### config.mk
export PLATFORM = sky130hd
export DESIGN_NAME = tdpwm_top
export DESIGN_NICKNAME = d
export VERILOG_FILES = /design/src/tdpwm_pkg.sv /design/src/tdpwm_prescaler.sv /design/src/tdpwm_channel.sv /design/src/tdpwm_top.sv
export SDC_FILE = /design/constraint.sdc
export NUM_CORES = 1
export LEC_CHECK = 0
export BUFFER_PORTS_ARGS = -buffer_cell sky130_fd_sc_hd__buf_2
export CAP_MARGIN = 20
export CORE_ASPECT_RATIO = 1.5
export CORE_MARGIN = 2
export CORE_UTILIZATION = 60
export CTS_BUF_LIST = sky130_fd_sc_hd__clkbuf_16
export DETAILED_ROUTE_END_ITERATION = 16
export PLACE_DENSITY = 0.81
export RECOVER_POWER = 50
export SETUP_SLACK_MARGIN = 0.2
export SLEW_MARGIN = 20
export SYNTH_ARGS = -nofsm -noshare
export SYNTH_HDL_FRONTEND = slang
export SYNTH_HIERARCHICAL = 1
export SYNTH_SLANG_ARGS = --single-unit
### constraint.sdc
create_clock -name CLK_SYS -period 5.48 [get_ports CLK_SYS]
set_clock_uncertainty 0.2 [all_clocks]
set_input_delay 0 -clock CLK_SYS [delete_from_list [all_inputs] [get_ports CLK_SYS]]
set_output_delay 0 -clock CLK_SYS [all_outputs]
set_load 0.01 [all_outputs]
### src/tdpwm_pkg.sv
package tdpwm_pkg;
    // Register byte offsets (word aligned)
    localparam logic [7:0] TDPWM_OFS_PERIOD = 8'h00;
    localparam logic [7:0] TDPWM_OFS_TCTRL = 8'h04;
    localparam logic [7:0] TDPWM_OFS_COUNT = 8'h08;
    localparam logic [7:0] TDPWM_OFS_MOD_BASE = 8'h10;
    localparam logic [7:0] TDPWM_OFS_MOD_STRIDE = 8'h10;
    localparam logic [7:0] TDPWM_OFS_CTRL = 8'h00;
    localparam logic [7:0] TDPWM_OFS_DUTY_HI = 8'h04;
    localparam logic [7:0] TDPWM_OFS_DUTY_LO = 8'h08;
    // Field positions
    localparam int TDPWM_CTRL_POL = 4;
    localparam int TDPWM_CTRL_OE = 6;
    localparam int TDPWM_CTRL_EN = 7;
    localparam int TDPWM_TCTRL_ON = 2;
    localparam int TDPWM_DLO_LSB = 6;
    // Sizes and reset values
    localparam int TDPWM_NUM_MOD = 4;
    localparam int TDPWM_DUTY_W = 10;
    localparam logic [7:0] TDPWM_PERIOD_RST = 8'hFF;
    localparam logic [7:0] TDPWM_BYTE_RST = 8'h00;
    // One oscillator period per system clock; four of them make one timer tick at 1:1
    localparam logic [1:0] TDPWM_QUARTER_LAST = 2'h3;
    localparam logic [1:0] TDPWM_PRE_1 = 2'h0;
    localparam logic [1:0] TDPWM_PRE_4 = 2'h1;
    localparam logic [1:0] TDPWM_PRE_16 = 2'h2;
    localparam logic [1:0] TDPWM_PRE_64 = 2'h3;
    localparam logic [1:0] TDPWM_RESP_OKAY = 2'h0;
    localparam logic [1:0] TDPWM_RESP_SLVERR = 2'h2;

    typedef enum logic [1:0] {
        TDPWM_BUS_IDLE = 2'b00,
        TDPWM_BUS_RESP = 2'b01
    } tdpwm_bus_t;
endpackage : tdpwm_pkg

### src/tdpwm_prescaler.sv
`timescale 1ns/1ps
module tdpwm_prescaler
    import tdpwm_pkg::*;
(
    // Clock and control
    input wire logic clk,
    input wire logic srst,
    input wire logic ce,
    input wire logic run,
    input wire logic [1:0] ratio,
    // Tick to time base
    output logic tick
);
    logic [5:0] cnt_r;
    logic [5:0] cnt_nxt;
    logic [5:0] last;
    logic hit;

    function automatic logic [5:0] ratio_last(input logic [1:0] r);
        case (r)
            TDPWM_PRE_1: ratio_last = 6'h00;
            TDPWM_PRE_4: ratio_last = 6'h03;
            TDPWM_PRE_16: ratio_last = 6'h0F;
            TDPWM_PRE_64: ratio_last = 6'h3F;
            default: ratio_last = 6'h00;
        endcase
    endfunction : ratio_last

    // Only the prescaler scales timing; no postscaler exists in this path
    assign last = ratio_last(ratio);
    assign hit = run && (cnt_r >= last);
    assign tick = hit;
    assign cnt_nxt = (!run || hit) ? 6'h00 : cnt_r + 6'h01;

    always_ff @(posedge clk)
    begin
        if (srst)
            cnt_r <= 6'h00;
        else if (ce)
            cnt_r <= cnt_nxt;
    end
endmodule : tdpwm_prescaler

### src/tdpwm_channel.sv
`timescale 1ns/1ps
module tdpwm_channel
    import tdpwm_pkg::*;
(
    // Clock and control
    input wire logic clk,
    input wire logic srst,
    input wire logic ce,
    input wire logic enable,
    input wire logic polarity,
    input wire logic period_start,
    input wire logic reload,
    // Time base and duty
    input wire logic [9:0] time_base,
    input wire logic [7:0] period_value,
    input wire logic [7:0] duty_hi,
    input wire logic [7:0] duty_lo,
    // Compare result after polarity
    output logic level
);
    logic [9:0] duty_buf_r;
    logic [9:0] duty_nxt;
    logic raw_r;
    logic raw_nxt;
    logic full_on;

    // Upper eight from high register, two from low register bits 7:6
    assign duty_nxt = reload ? {duty_hi, duty_lo[TDPWM_DLO_LSB+1:TDPWM_DLO_LSB]} : duty_buf_r;
    // Duty at or above period never clears
    assign full_on = (duty_buf_r[9:2] >= period_value);
    assign raw_nxt = !enable ? 1'b0 :
                     period_start ? (duty_nxt != 10'h000) :
                     (time_base == duty_buf_r && !full_on) ? 1'b0 :
                     raw_r;
    assign level = raw_r ^ polarity;

    always_ff @(posedge clk)
    begin
        if (srst)
        begin
            duty_buf_r <= 10'h000;
            raw_r <= 1'b0;
        end
        else if (ce)
        begin
            duty_buf_r <= duty_nxt;
            raw_r <= raw_nxt;
        end
    end
endmodule : tdpwm_channel

### src/tdpwm_top.sv
// Operation
// - Clearing output enable releases the modulator pin.
// - Each modulator has 10-bit duty resolution.
// - All modulators share one period; duty values are independent.
// - No postscaler affects modulator timing; only prescaler and period.
// - Outputs go active when the timer count clears.
// - Output clears when time base equals 10-bit duty value.
// - Duty at or above period value keeps output always active.
// - Duty registers double-buffered, reloaded on period match.
// - Polarity bit inverts the modulator output.
// - Period is (period+1) times four oscillator periods times prescale.
// - After count equals period: clear timer, go active, reload duty.
// - Zero duty keeps output inactive at period start.
// - Duty registers writable at any time, even while running.
// - Pulse width is duty times oscillator period times prescale.
// - Duty ratio is duty over four times period plus one.
// - Time base is timer count extended by two prescaled low bits.
//
// Implementation choices: the address map and the AXI4-Lite interface to the registers.
`timescale 1ns/1ps
module tdpwm_top
    import tdpwm_pkg::*;
(
    // Clock, reset, enable
    input wire logic CLK_SYS,
    input wire logic SRST,
    input wire logic CE,
    // AXI4-Lite write address
    input wire logic [7:0] S_AXI_AWADDR,
    input wire logic S_AXI_AWVALID,
    output logic S_AXI_AWREADY,
    // AXI4-Lite write data
    input wire logic [31:0] S_AXI_WDATA,
    input wire logic [3:0] S_AXI_WSTRB,
    input wire logic S_AXI_WVALID,
    output logic S_AXI_WREADY,
    // AXI4-Lite write response
    output logic [1:0] S_AXI_BRESP,
    output logic S_AXI_BVALID,
    input wire logic S_AXI_BREADY,
    // AXI4-Lite read address
    input wire logic [7:0] S_AXI_ARADDR,
    input wire logic S_AXI_ARVALID,
    output logic S_AXI_ARREADY,
    // AXI4-Lite read data
    output logic [31:0] S_AXI_RDATA,
    output logic [1:0] S_AXI_RRESP,
    output logic S_AXI_RVALID,
    input wire logic S_AXI_RREADY,
    // Modulator pins
    output logic [3:0] MODULATOR_OUTPUT_PIN_O,
    output logic [3:0] MODULATOR_OUTPUT_PIN_OE
);
    localparam int N = TDPWM_NUM_MOD;

    logic [7:0] period_register_r;
    logic [7:0] tctrl_r;
    logic [7:0] period_timer_count_r;
    logic [7:0] period_timer_count_nxt;
    logic [1:0] quarter_r;
    logic [1:0] quarter_nxt;
    logic [7:0] modulator_control_register_r [N];
    logic [7:0] duty_high_register_r [N];
    logic [7:0] duty_low_register_r [N];
    logic [N-1:0] level;
    logic [N-1:0] pin_o_r;
    logic [N-1:0] pin_oe_r;
    logic timer_on;
    logic pre_tick;
    logic quarter_wrap;
    logic period_match;
    logic period_start;
    logic [9:0] time_base;

    // Bus state
    logic aw_got_r;
    logic w_got_r;
    logic [7:0] aw_addr_r;
    logic [31:0] w_data_r;
    logic [3:0] w_strb_r;
    tdpwm_bus_t wr_state_r;
    logic bvalid_r;
    logic [1:0] bresp_r;
    logic rvalid_r;
    logic [31:0] rdata_r;
    logic [1:0] rresp_r;
    logic wr_fire;
    logic wr_hit;
    logic [31:0] rd_word;
    logic rd_hit;
    logic [7:0] wbyte;

    function automatic logic addr_hit(input logic [7:0] a);
        addr_hit = (a == TDPWM_OFS_PERIOD) || (a == TDPWM_OFS_TCTRL) || (a == TDPWM_OFS_COUNT) ||
                   ((a >= TDPWM_OFS_MOD_BASE) && (a < TDPWM_OFS_MOD_BASE + 8'(N * 16)) &&
                    (a[3:0] <= TDPWM_OFS_DUTY_LO[3:0]) && (a[1:0] == 2'h0));
    endfunction : addr_hit

    function automatic logic is_mod_reg(input logic [7:0] a, input int idx, input logic [7:0] ofs);
        is_mod_reg = (a == TDPWM_OFS_MOD_BASE + 8'(idx * 16) + ofs);
    endfunction : is_mod_reg

    // Time base: prescaled quarter counter below the 8-bit count
    assign timer_on = tctrl_r[TDPWM_TCTRL_ON];
    assign quarter_wrap = pre_tick && (quarter_r == TDPWM_QUARTER_LAST);
    // One shared period for every modulator
    assign period_match = quarter_wrap && (period_timer_count_r == period_register_r);
    assign quarter_nxt = pre_tick ? quarter_r + 2'h1 : quarter_r;
    // Clear on the increment after the match
    assign period_timer_count_nxt = period_match ? 8'h00 :
                                    quarter_wrap ? period_timer_count_r + 8'h01 : period_timer_count_r;
    assign period_start = period_match;
    // Channels see the coming count so a pin falls as the base reaches duty, at any prescale
    assign time_base = {period_timer_count_nxt, quarter_nxt};

    tdpwm_prescaler u_pre (
        .clk(CLK_SYS),
        .srst(SRST),
        .ce(CE),
        .run(timer_on),
        .ratio(tctrl_r[1:0]),
        .tick(pre_tick)
    );

    genvar g;
    generate
        for (g = 0; g < N; g++)
        begin : g_mod
            tdpwm_channel u_ch (
                .clk(CLK_SYS),
                .srst(SRST),
                .ce(CE),
                .enable(modulator_control_register_r[g][TDPWM_CTRL_EN]),
                .polarity(modulator_control_register_r[g][TDPWM_CTRL_POL]),
                .period_start(period_start),
                .reload(period_match),
                .time_base(time_base),
                .period_value(period_register_r),
                .duty_hi(duty_high_register_r[g]),
                .duty_lo(duty_low_register_r[g]),
                .level(level[g])
            );
        end
    endgenerate

    always_ff @(posedge CLK_SYS)
    begin
        if (SRST)
        begin
            period_timer_count_r <= 8'h00;
            quarter_r <= 2'h0;
        end
        else if (CE)
        begin
            period_timer_count_r <= period_timer_count_nxt;
            quarter_r <= quarter_nxt;
        end
    end

    // Pins: released when output enable is clear
    always_ff @(posedge CLK_SYS)
    begin
        if (SRST)
        begin
            pin_o_r <= '0;
            pin_oe_r <= '0;
        end
        else if (CE)
        begin
            for (int i = 0; i < N; i++)
            begin
                pin_oe_r[i] <= modulator_control_register_r[i][TDPWM_CTRL_OE];
                pin_o_r[i] <= modulator_control_register_r[i][TDPWM_CTRL_OE] & level[i];
            end
        end
    end

    // Write path: address and data taken independently, response after both
    assign wr_fire = aw_got_r && w_got_r && (wr_state_r == TDPWM_BUS_IDLE);
    assign wr_hit = addr_hit(aw_addr_r);
    assign wbyte = w_strb_r[0] ? w_data_r[7:0] : TDPWM_BYTE_RST;

    always_ff @(posedge CLK_SYS)
    begin
        if (SRST)
        begin
            aw_got_r <= 1'b0;
            w_got_r <= 1'b0;
            aw_addr_r <= 8'h00;
            w_data_r <= 32'h0000_0000;
            w_strb_r <= 4'h0;
            wr_state_r <= TDPWM_BUS_IDLE;
            bvalid_r <= 1'b0;
            bresp_r <= TDPWM_RESP_OKAY;
        end
        else if (CE)
        begin
            if (S_AXI_AWVALID && !aw_got_r)
            begin
                aw_got_r <= 1'b1;
                aw_addr_r <= S_AXI_AWADDR;
            end
            if (S_AXI_WVALID && !w_got_r)
            begin
                w_got_r <= 1'b1;
                w_data_r <= S_AXI_WDATA;
                w_strb_r <= S_AXI_WSTRB;
            end
            case (wr_state_r)
                TDPWM_BUS_IDLE:
                    if (wr_fire)
                    begin
                        bvalid_r <= 1'b1;
                        bresp_r <= wr_hit ? TDPWM_RESP_OKAY : TDPWM_RESP_SLVERR;
                        wr_state_r <= TDPWM_BUS_RESP;
                    end
                TDPWM_BUS_RESP:
                    if (S_AXI_BREADY)
                    begin
                        bvalid_r <= 1'b0;
                        aw_got_r <= 1'b0;
                        w_got_r <= 1'b0;
                        wr_state_r <= TDPWM_BUS_IDLE;
                    end
                default:
                    wr_state_r <= TDPWM_BUS_IDLE;
            endcase
        end
    end

    // Register writes; only byte lane 0 holds data
    always_ff @(posedge CLK_SYS)
    begin
        if (SRST)
        begin
            period_register_r <= TDPWM_PERIOD_RST;
            tctrl_r <= TDPWM_BYTE_RST;
            for (int i = 0; i < N; i++)
            begin
                modulator_control_register_r[i] <= TDPWM_BYTE_RST;
                duty_high_register_r[i] <= TDPWM_BYTE_RST;
                duty_low_register_r[i] <= TDPWM_BYTE_RST;
            end
        end
        else if (CE && wr_fire && w_strb_r[0])
        begin
            if (aw_addr_r == TDPWM_OFS_PERIOD)
                period_register_r <= wbyte;
            if (aw_addr_r == TDPWM_OFS_TCTRL)
                tctrl_r <= {5'h00, wbyte[2:0]};
            for (int i = 0; i < N; i++)
            begin
                if (is_mod_reg(aw_addr_r, i, TDPWM_OFS_CTRL))
                    modulator_control_register_r[i] <= {wbyte[7:6], 1'b0, wbyte[4], 4'h0};
                // Duty writes accepted any time; buffers isolate the running compare
                if (is_mod_reg(aw_addr_r, i, TDPWM_OFS_DUTY_HI))
                    duty_high_register_r[i] <= wbyte;
                if (is_mod_reg(aw_addr_r, i, TDPWM_OFS_DUTY_LO))
                    duty_low_register_r[i] <= {wbyte[7:6], 6'h00};
            end
        end
    end

    // Read path
    always_comb
    begin
        rd_word = 32'h0000_0000;
        if (S_AXI_ARADDR == TDPWM_OFS_PERIOD)
            rd_word = {24'h000000, period_register_r};
        if (S_AXI_ARADDR == TDPWM_OFS_TCTRL)
            rd_word = {24'h000000, tctrl_r};
        if (S_AXI_ARADDR == TDPWM_OFS_COUNT)
            rd_word = {24'h000000, period_timer_count_r};
        for (int i = 0; i < N; i++)
        begin
            if (is_mod_reg(S_AXI_ARADDR, i, TDPWM_OFS_CTRL))
                rd_word = {24'h000000, modulator_control_register_r[i][7:6], level[i],
                           modulator_control_register_r[i][4], 4'h0};
            if (is_mod_reg(S_AXI_ARADDR, i, TDPWM_OFS_DUTY_HI))
                rd_word = {24'h000000, duty_high_register_r[i]};
            if (is_mod_reg(S_AXI_ARADDR, i, TDPWM_OFS_DUTY_LO))
                rd_word = {24'h000000, duty_low_register_r[i]};
        end
    end
    assign rd_hit = addr_hit(S_AXI_ARADDR);

    always_ff @(posedge CLK_SYS)
    begin
        if (SRST)
        begin
            rvalid_r <= 1'b0;
            rdata_r <= 32'h0000_0000;
            rresp_r <= TDPWM_RESP_OKAY;
        end
        else if (CE)
        begin
            if (rvalid_r && S_AXI_RREADY)
                rvalid_r <= 1'b0;
            else if (!rvalid_r && S_AXI_ARVALID)
            begin
                rvalid_r <= 1'b1;
                rdata_r <= rd_word;
                rresp_r <= rd_hit ? TDPWM_RESP_OKAY : TDPWM_RESP_SLVERR;
            end
        end
    end

    assign S_AXI_AWREADY = !aw_got_r && CE && !SRST;
    assign S_AXI_WREADY = !w_got_r && CE && !SRST;
    assign S_AXI_BVALID = bvalid_r;
    assign S_AXI_BRESP = bresp_r;
    assign S_AXI_ARREADY = !rvalid_r && CE && !SRST;
    assign S_AXI_RVALID = rvalid_r;
    assign S_AXI_RDATA = rdata_r;
    assign S_AXI_RRESP = rresp_r;
    assign MODULATOR_OUTPUT_PIN_O = pin_o_r;
    assign MODULATOR_OUTPUT_PIN_OE = pin_oe_r;
endmodule : tdpwm_top

==> metrics.txt, run 1 <==
Period minus WS final=4.61 ns; Synth async-reset ratio=0%; post-synthesis cell count=1098; Slew Limit Fails=76; Core ar.=0.0156 sq mm; dpl cell area=0.00977 sq mm; Comb power frac=7.9%; status=finished with violations; root buffer cell=clkbuf_16; sequential-to-total area share from yosys stat=39.4%; failing checks=capacitance limit, slew limit; internal power component=1.96 mW; Syn Area/Cell=8.71 sq um; final-report hold violation count=0; Placed Cells incl. Taps=1304; initial DRC count=959; dominant synthesized flop cell=dfxtp_1; drt via density=6.39; CTS Sinks=162; hold endpoint=S_AXI_RDATA[5]; share of cells above drive strength 1=8.95%; commonest non-fill, non-tap cell in the layout=nand2_1; DP HPWL=19900 um; Max-Slew Margin vs Limit=-126%; Max Cap Viol=1; Worst Reg-to-Reg Cells=16; Yosys warnings=6; TritonCTS clock tree=built; DRC Markers=0; antenna viol nets, final=0; total wire length=30000 um; maximum net fanout on the critical path=75; Syn-to-layout area delta=13.5%; Pre-antenna DRT Iters=7; worst vdd ir=0.000196 V; Seq pwr share=47.9%; Design Area, Final=0.0109 sq mm; unrepaired setup endpoints after global routing=no; leakage=4.26 nW; Crit path required time=5.59 ns; detailed-route via count=8877; fin cells=1389; Post-Syn Area=0.00956 sq mm; Max clock buf depth=2; remaining global-route overflow=0; Critical Path End Type=flip-flop; # IOs=109; num rows=56; switch share=27.9%; Hold Path Stages=4; commonest non-fill, non-tap cells in the layout=nand2_1, nor2_1, dfxtp_1; Hold WC Path Type=in2reg; final setup vio count=0; die area=0.0170 sq mm; PwrDens=250 mW/mm^2; worst slew pin tran=3.39 ns; H-tree levels=4; vias in the first global route=8522; gpl congestion=1.00; die width=107 um; first-pass GRT wire length=46300 um; clock power share=44.2%; post-layout util=69.4%; Post-synth EDFFs=52; CTS Buf Count=17; PortBufs=55; TNS Setup=0 ns; R2R Setup Slk=0.99 ns; total track usage=36.1%; Psw=0.756 mW; Final Cycle Share=84.2%; # nets final=1273; Reg2Reg Launch Point=tctrl_r[1]; Yosys reg bits=162; initial core utilization=61.2%; DIE HEIGHT=159 um; initial antenna violation count=1; CP arrival=4.73 ns; largest net degree at the start of global routing=76; CTS clk-pin slew, worst paths=0.08 ns; FMAX=0.217 GHz; R2R Path End=g_mod[3].u_ch/raw_r; Worst setup SP type=primary input; clk_lat worst skew=0.43 ns; Post-CTS Setup Bufs=0; WL/cell=21.6 um; synth unique cells=80; critical path type=in2reg; Hold Startpoint=S_AXI_ARADDR[0]
power by group through the flow:
stage               combinational (mW)  sequential (mW)  clock [mW]
global route                     0.227             1.30        1.25
finish                           0.215             1.30        1.20
floorplan                        0.141             1.31           0
global placement                 0.174             1.32           0
detailed placement               0.176             1.32           0
CTS                              0.202             1.29        1.19
critical path, stage by stage:
cell and delay (ns):
dlygate4sd3_1 0.53, clkbuf_1 2.37, clkbuf_2 1.09, or2_0 0.57
a21oi_2 0.11
cell type report:
| cell class | instances | area (sq um) |
|---|---|---|
| clock buffer | 17 | 425 |
| fill | 1158 | 4770 |
| multi-input combinational | 837 | 5290 |
| timing repair buffer | 110 | 786 |
| sequential | 162 | 3760 |
| tap | 203 | 254 |
| inverter | 44 | 165 |
| antenna | 1 | 2.50 |
| clock inverter | 15 | 168 |
cell families (layout without fill, tap and decap cells):
| group | Yosys count | count (layout) | synth area share (%) |
|---|---|---|---|
| xor gates and xnor gates | 66 | 66 | 6.05 |
| and+or+nand+nor | 455 | 455 | 24.6 |
| adders and majority gates | 41 | 41 | 5.37 |
| muxes | 27 | 27 | 2.87 |
| buffers and inverters | 124 | 186 | 6.39 |
| DFF | 162 | 162 | 39.4 |
| other | 1 | 27 | 0.0392 |
| AOI/OAI and AO/OA | 222 | 222 | 15.3 |
metal layers:
metal,GRT usage [%],routed length (um),vias to the layer above
met5,0,0,-
met4,23.8,2250,0
met3,7.16,2610,155
met2,62.3,14800,568
met1,40.0,10400,4144
li1,-,-,4010
worst max-delay path by stage:
stage | slack, ns | from | endpoint | depth (start not counted)
finish | 0.87 | SRST | u_pre/cnt_r[4] | 5
global route | 0.62 | tctrl_r[1] | g_mod[3].u_ch/raw_r | 16
CTS | 1.07 | tctrl_r[1] | g_mod[1].u_ch/raw_r | 16
detailed placement | 1.09 | tctrl_r[1] | g_mod[1].u_ch/raw_r | 16
global placement | 1.20 | tctrl_r[1] | g_mod[1].u_ch/raw_r | 16
floorplan | 2.03 | tctrl_r[0] | g_mod[0].u_ch/raw_r | 16
flip-flops by register name, indices dropped and copies added (netlist names), 6 cells and up:
register	flops
g_mod.u_ch/duty_buf_r	40
duty_high_register_r	32
modulator_control_register_r	12
S_AXI_RDATA	8
aw_addr_r	8
duty_low_register_r	8
period_register_r	8
period_timer_count_r	8
w_data_r	8
u_pre/cnt_r	6
what timing repair did:
| action | in CTS | in global routing |
|---|---|---|
| hold buffers | 52 | 0 |
| setup endpoints to repair | 0 | 0 |
| endpoints found under the hold margin | 49 | 0 |
| gates resized for setup | 0 | 0 |
through the flow:
step	hold WS [ns]	setup WS, ns	total power [mW]
after floorplan	-0.0640	2.03	1.45
after global placement	0.0309	1.20	1.49
after detailed placement	0.0393	1.09	1.50
after CTS	0.000994	1.07	2.69
after global routing	0.0552	0.622	2.77
final	0.0197	0.865	2.71
cells in the mapped netlist (8+ instances only):
master	instances	area [sq um]
a21oi_1	89	445
nor3_1	19	95.1
buf_2	11	55.1
xor2_1	34	298
o32ai_1	9	78.8
buf_4	27	203
nand4b_1	9	78.8
o22ai_1	8	50.1
nand4_1	20	125
dfxtp_1	110	2200
o21bai_1	8	60.1
a211o_1	8	70.1
nand3b_1	8	60.1
edfxtp_1	52	1560
or4_1	8	60.1
nor2_1	127	477
ha_1	41	513
o21ai_0	21	105
xnor2_1	32	280
nand3_1	33	165
clkbuf_1	34	128
mux2i_1	24	240
inv_1	43	161
o211ai_1	10	75.1
nand2b_1	20	125
nand2_1	145	544
No activity file was read; power rests on OpenSTA's default activity.
==> inputs of run 2 (changes only) <==
Settings changed: CORE_UTILIZATION 60 to 54, PLACE_DENSITY 0.81 to 0.76.
Clock period 5.48 ns to 3.8 ns, I/O delays scaled along.
==> metrics.txt, run 2 (synthesis gave the netlist of run 1 again) <==
Max clock buf depth=2 (unchanged); Psw=1.01 mW (+33%); Slew Limit Fails=0 (-100%); largest net degree at the start of global routing=73 (-3.9%); Antenna Diode Count=0 (-1); CTS clk-pin slew, worst paths=0.07 ns (about the same); Core ar.=0.0173 sq mm (+11%); status=finished, final reports clean; Period minus WS final=3.44 ns; # IOs=109 (unchanged); PortBufs=55 (unchanged); total wire length=29200 um (-2.8%); global routing's busiest layer=met2; commonest non-fill, non-tap cells in the layout=nand2_1, nor2_1, dfxtp_1; total power=3.93 mW (+45%); Hold Worst Slack=0.0861 ns (+0.0664 ns); worst stage delay on the critical path=0.34 ns (-2.03 ns); root buffer cell=clkbuf_16; worst vdd ir=0.000418 V (+110%); DRC Markers=0 (unchanged); vias in the first global route=8547 (+0.29%); # fillers=1341 (+16%); CP arrival=3.56 ns (-1.17 ns); Hold WC Path Type=in2reg; Reg2Reg Launch Point=tctrl_r[0]; drt via density=6.12 (-4.3%); initial antenna violation count=0 (-1); grt met3 use=5.39% (-1.8 points); Multi-input gate area=0.00528 sq mm (-0.19%); Worst setup startpoint=tctrl_r[0]; FMAX=0.291 GHz; Critical Path End Type=flip-flop; Worst setup SP type=flip-flop; Hold Startpoint=S_AXI_ARADDR[0]; commonest non-fill, non-tap cell in the layout=nand2_1; clk_lat worst skew=0.44 ns (about the same); M2 GR Usage=52.4% (-9.9 points); TritonCTS clock tree=built; initial DRC count=801 (-16%); WL/cell=20.5 um (-5.2%); unrepaired setup endpoints after global routing=no; CTS Sinks=162 (unchanged); die width=113 um (+5.2%); H-tree levels=4 (unchanged); antenna viol nets, final=0 (unchanged); Largest register FFs=40 (unchanged); num rows=59 (+5.4%); DIE HEIGHT=167 um (+5.3%); final setup vio count=0 (unchanged); detailed-route via count=8708 (-1.9%); internal power component=2.93 mW (+50%); gpl congestion=0.973 (-3.1%); Max-Slew Margin vs Limit=12.4% (+140 points); share of cells above drive strength 1=10.5% (+1.5 points); leakage=4.37 nW (+2.6%); Worst Reg-to-Reg Cells=17 (+1); TNS Setup=0 ns (unchanged); switch share=25.7% (-2.2 points); Comb power frac=7.8% (about the same); critical path's slowest cell=dfxtp_1; Seq. cell area=0.00376 sq mm (about the same); final-report hold violation count=0 (unchanged); Syn-to-layout area delta=15.6%; sequence of cells on the critical path=or2_0, ha_1, nand2b_4, a21oi_4, o21ai_1, and2_4, and4_2, nand4_1, nor2_1, xnor2_1, nor2_1, buf_4, xnor2_1, nand3_1, nor3_1, a41oi_1, mux2i_1; die area=0.0188 sq mm (+11%); # nets final=1299 (+2.0%); Max Cap Viol=0 (-1); critical path type=reg2reg; met1 Usage GRT=34.2% (-5.8 points); Crit path required time=3.93 ns (-1.66 ns); worst slew pin tran=1.31 ns (-2.07 ns); remaining global-route overflow=0 (unchanged); Pre-antenna DRT Iters=5 (-2); clock power share=44.7% (+0.5 points); Final Cycle Share=90.5%; maximum net fanout on the critical path=5 (-93%); CTS Buf Count=17 (unchanged); initial core utilization=55.1% (-6.1 points); Seq pwr share=47.5% (-0.4 points); PwrDens=356 mW/mm^2 (+42%); Hold Path Stages=5 (+1); total track usage=30.8% (-5.3 points); Reg with most FFs=g_mod.u_ch/duty_buf_r; DP HPWL=20400 um (+2.1%); first-pass GRT wire length=45300 um (-2.2%); biggest regs=g_mod.u_ch/duty_buf_r: 40 flops, duty_high_register_r: 32 flops, modulator_control_register_r: 12 flops
-- run 2: cell count changes in the layout (fill, tap and decap cells not counted), moves of 2 or more --
cell / previous run / this run
clkinv_8: 4 / 0
clkbuf_1: 24 / 29
nor4b_4: 4 / 2
bufinv_16: 0 / 2
inv_8: 5 / 2
buf_2: 31 / 29
inv_6: 3 / 5
nor2_2: 1 / 3
dlygate4sd3_1: 52 / 57
buf_4: 2 / 19
inv_4: 0 / 2
nor2_1: 127 / 125
-- run 2: final cells by class --
type | instances | area share [%]
Clock buffer | 17 | 3.85
Clock inverter | 15 | 1.52
Inverter | 44 | 1.49
Multi-Input combinational cell | 837 | 47.7
Sequential cell | 162 | 34.1
Tap cell | 213 | 2.41
Timing Repair Buffer | 136 | 8.93
-- run 2: final timing paths --
kind                                     to  slack [ns]
hold reg to reg   MODULATOR_OUTPUT_PIN_O[3]        0.27
setup reg to reg        g_mod[3].u_ch/raw_r        0.36
hold / removal               S_AXI_RDATA[6]        0.09
setup / recovery        g_mod[3].u_ch/raw_r        0.36
-- run 2: metal layers --
layer / wire, um / part of all wire (%)
met5: 0 / 0
met4: 2280 / 7.8
met3: 2080 / 7.1
met2: 14400 / 49
met1: 10400 / 36
-- run 2: timing repair --
item | 4_1_cts | 5_1_grt
pin swaps | 0 | 3
hold endpoints to repair | 44 | 0
setup buffers | 0 | 3
setup endpoints to repair | 4 | 4
hold buffers | 57 | 0
resized for setup | 1 | 11
-- run 2: through the flow --
stage,utilization [%],cell area (sq um),std cells,setup WS (ns)
after detailed placement,57.2,9920,1332,0.160
after CTS,63.9,11100,1421,0.215
after global placement,57.2,9920,1332,0.232
after global routing,63.7,11100,1424,0.188
after floorplan,-,9650,1123,0.350
final,63.7,11100,1424,0.363
-- run 2: critical path: cells and delay by family, from the launching register on --
family | cells | cell delay, ns
xor gates and xnor gates | 2 | 0.21
muxes | 1 | 0.15
buffers and inverters | 1 | 0.19
and+or+nand+nor | 9 | 1.57
DFF | 1 | 0.34
AOI/OAI and AO/OA | 3 | 0.36
adders and majority gates | 1 | 0.29
-- run 2: power by group through the flow --
stage / clock (mW) / sequential (mW) / combinational (mW)
finish: 1.76 / 1.87 / 0.306
global route: 1.83 / 1.87 / 0.326
CTS: 1.76 / 1.87 / 0.295
detailed placement: 0 / 1.91 / 0.255
global placement: 0 / 1.90 / 0.253
floorplan: 0 / 1.89 / 0.204
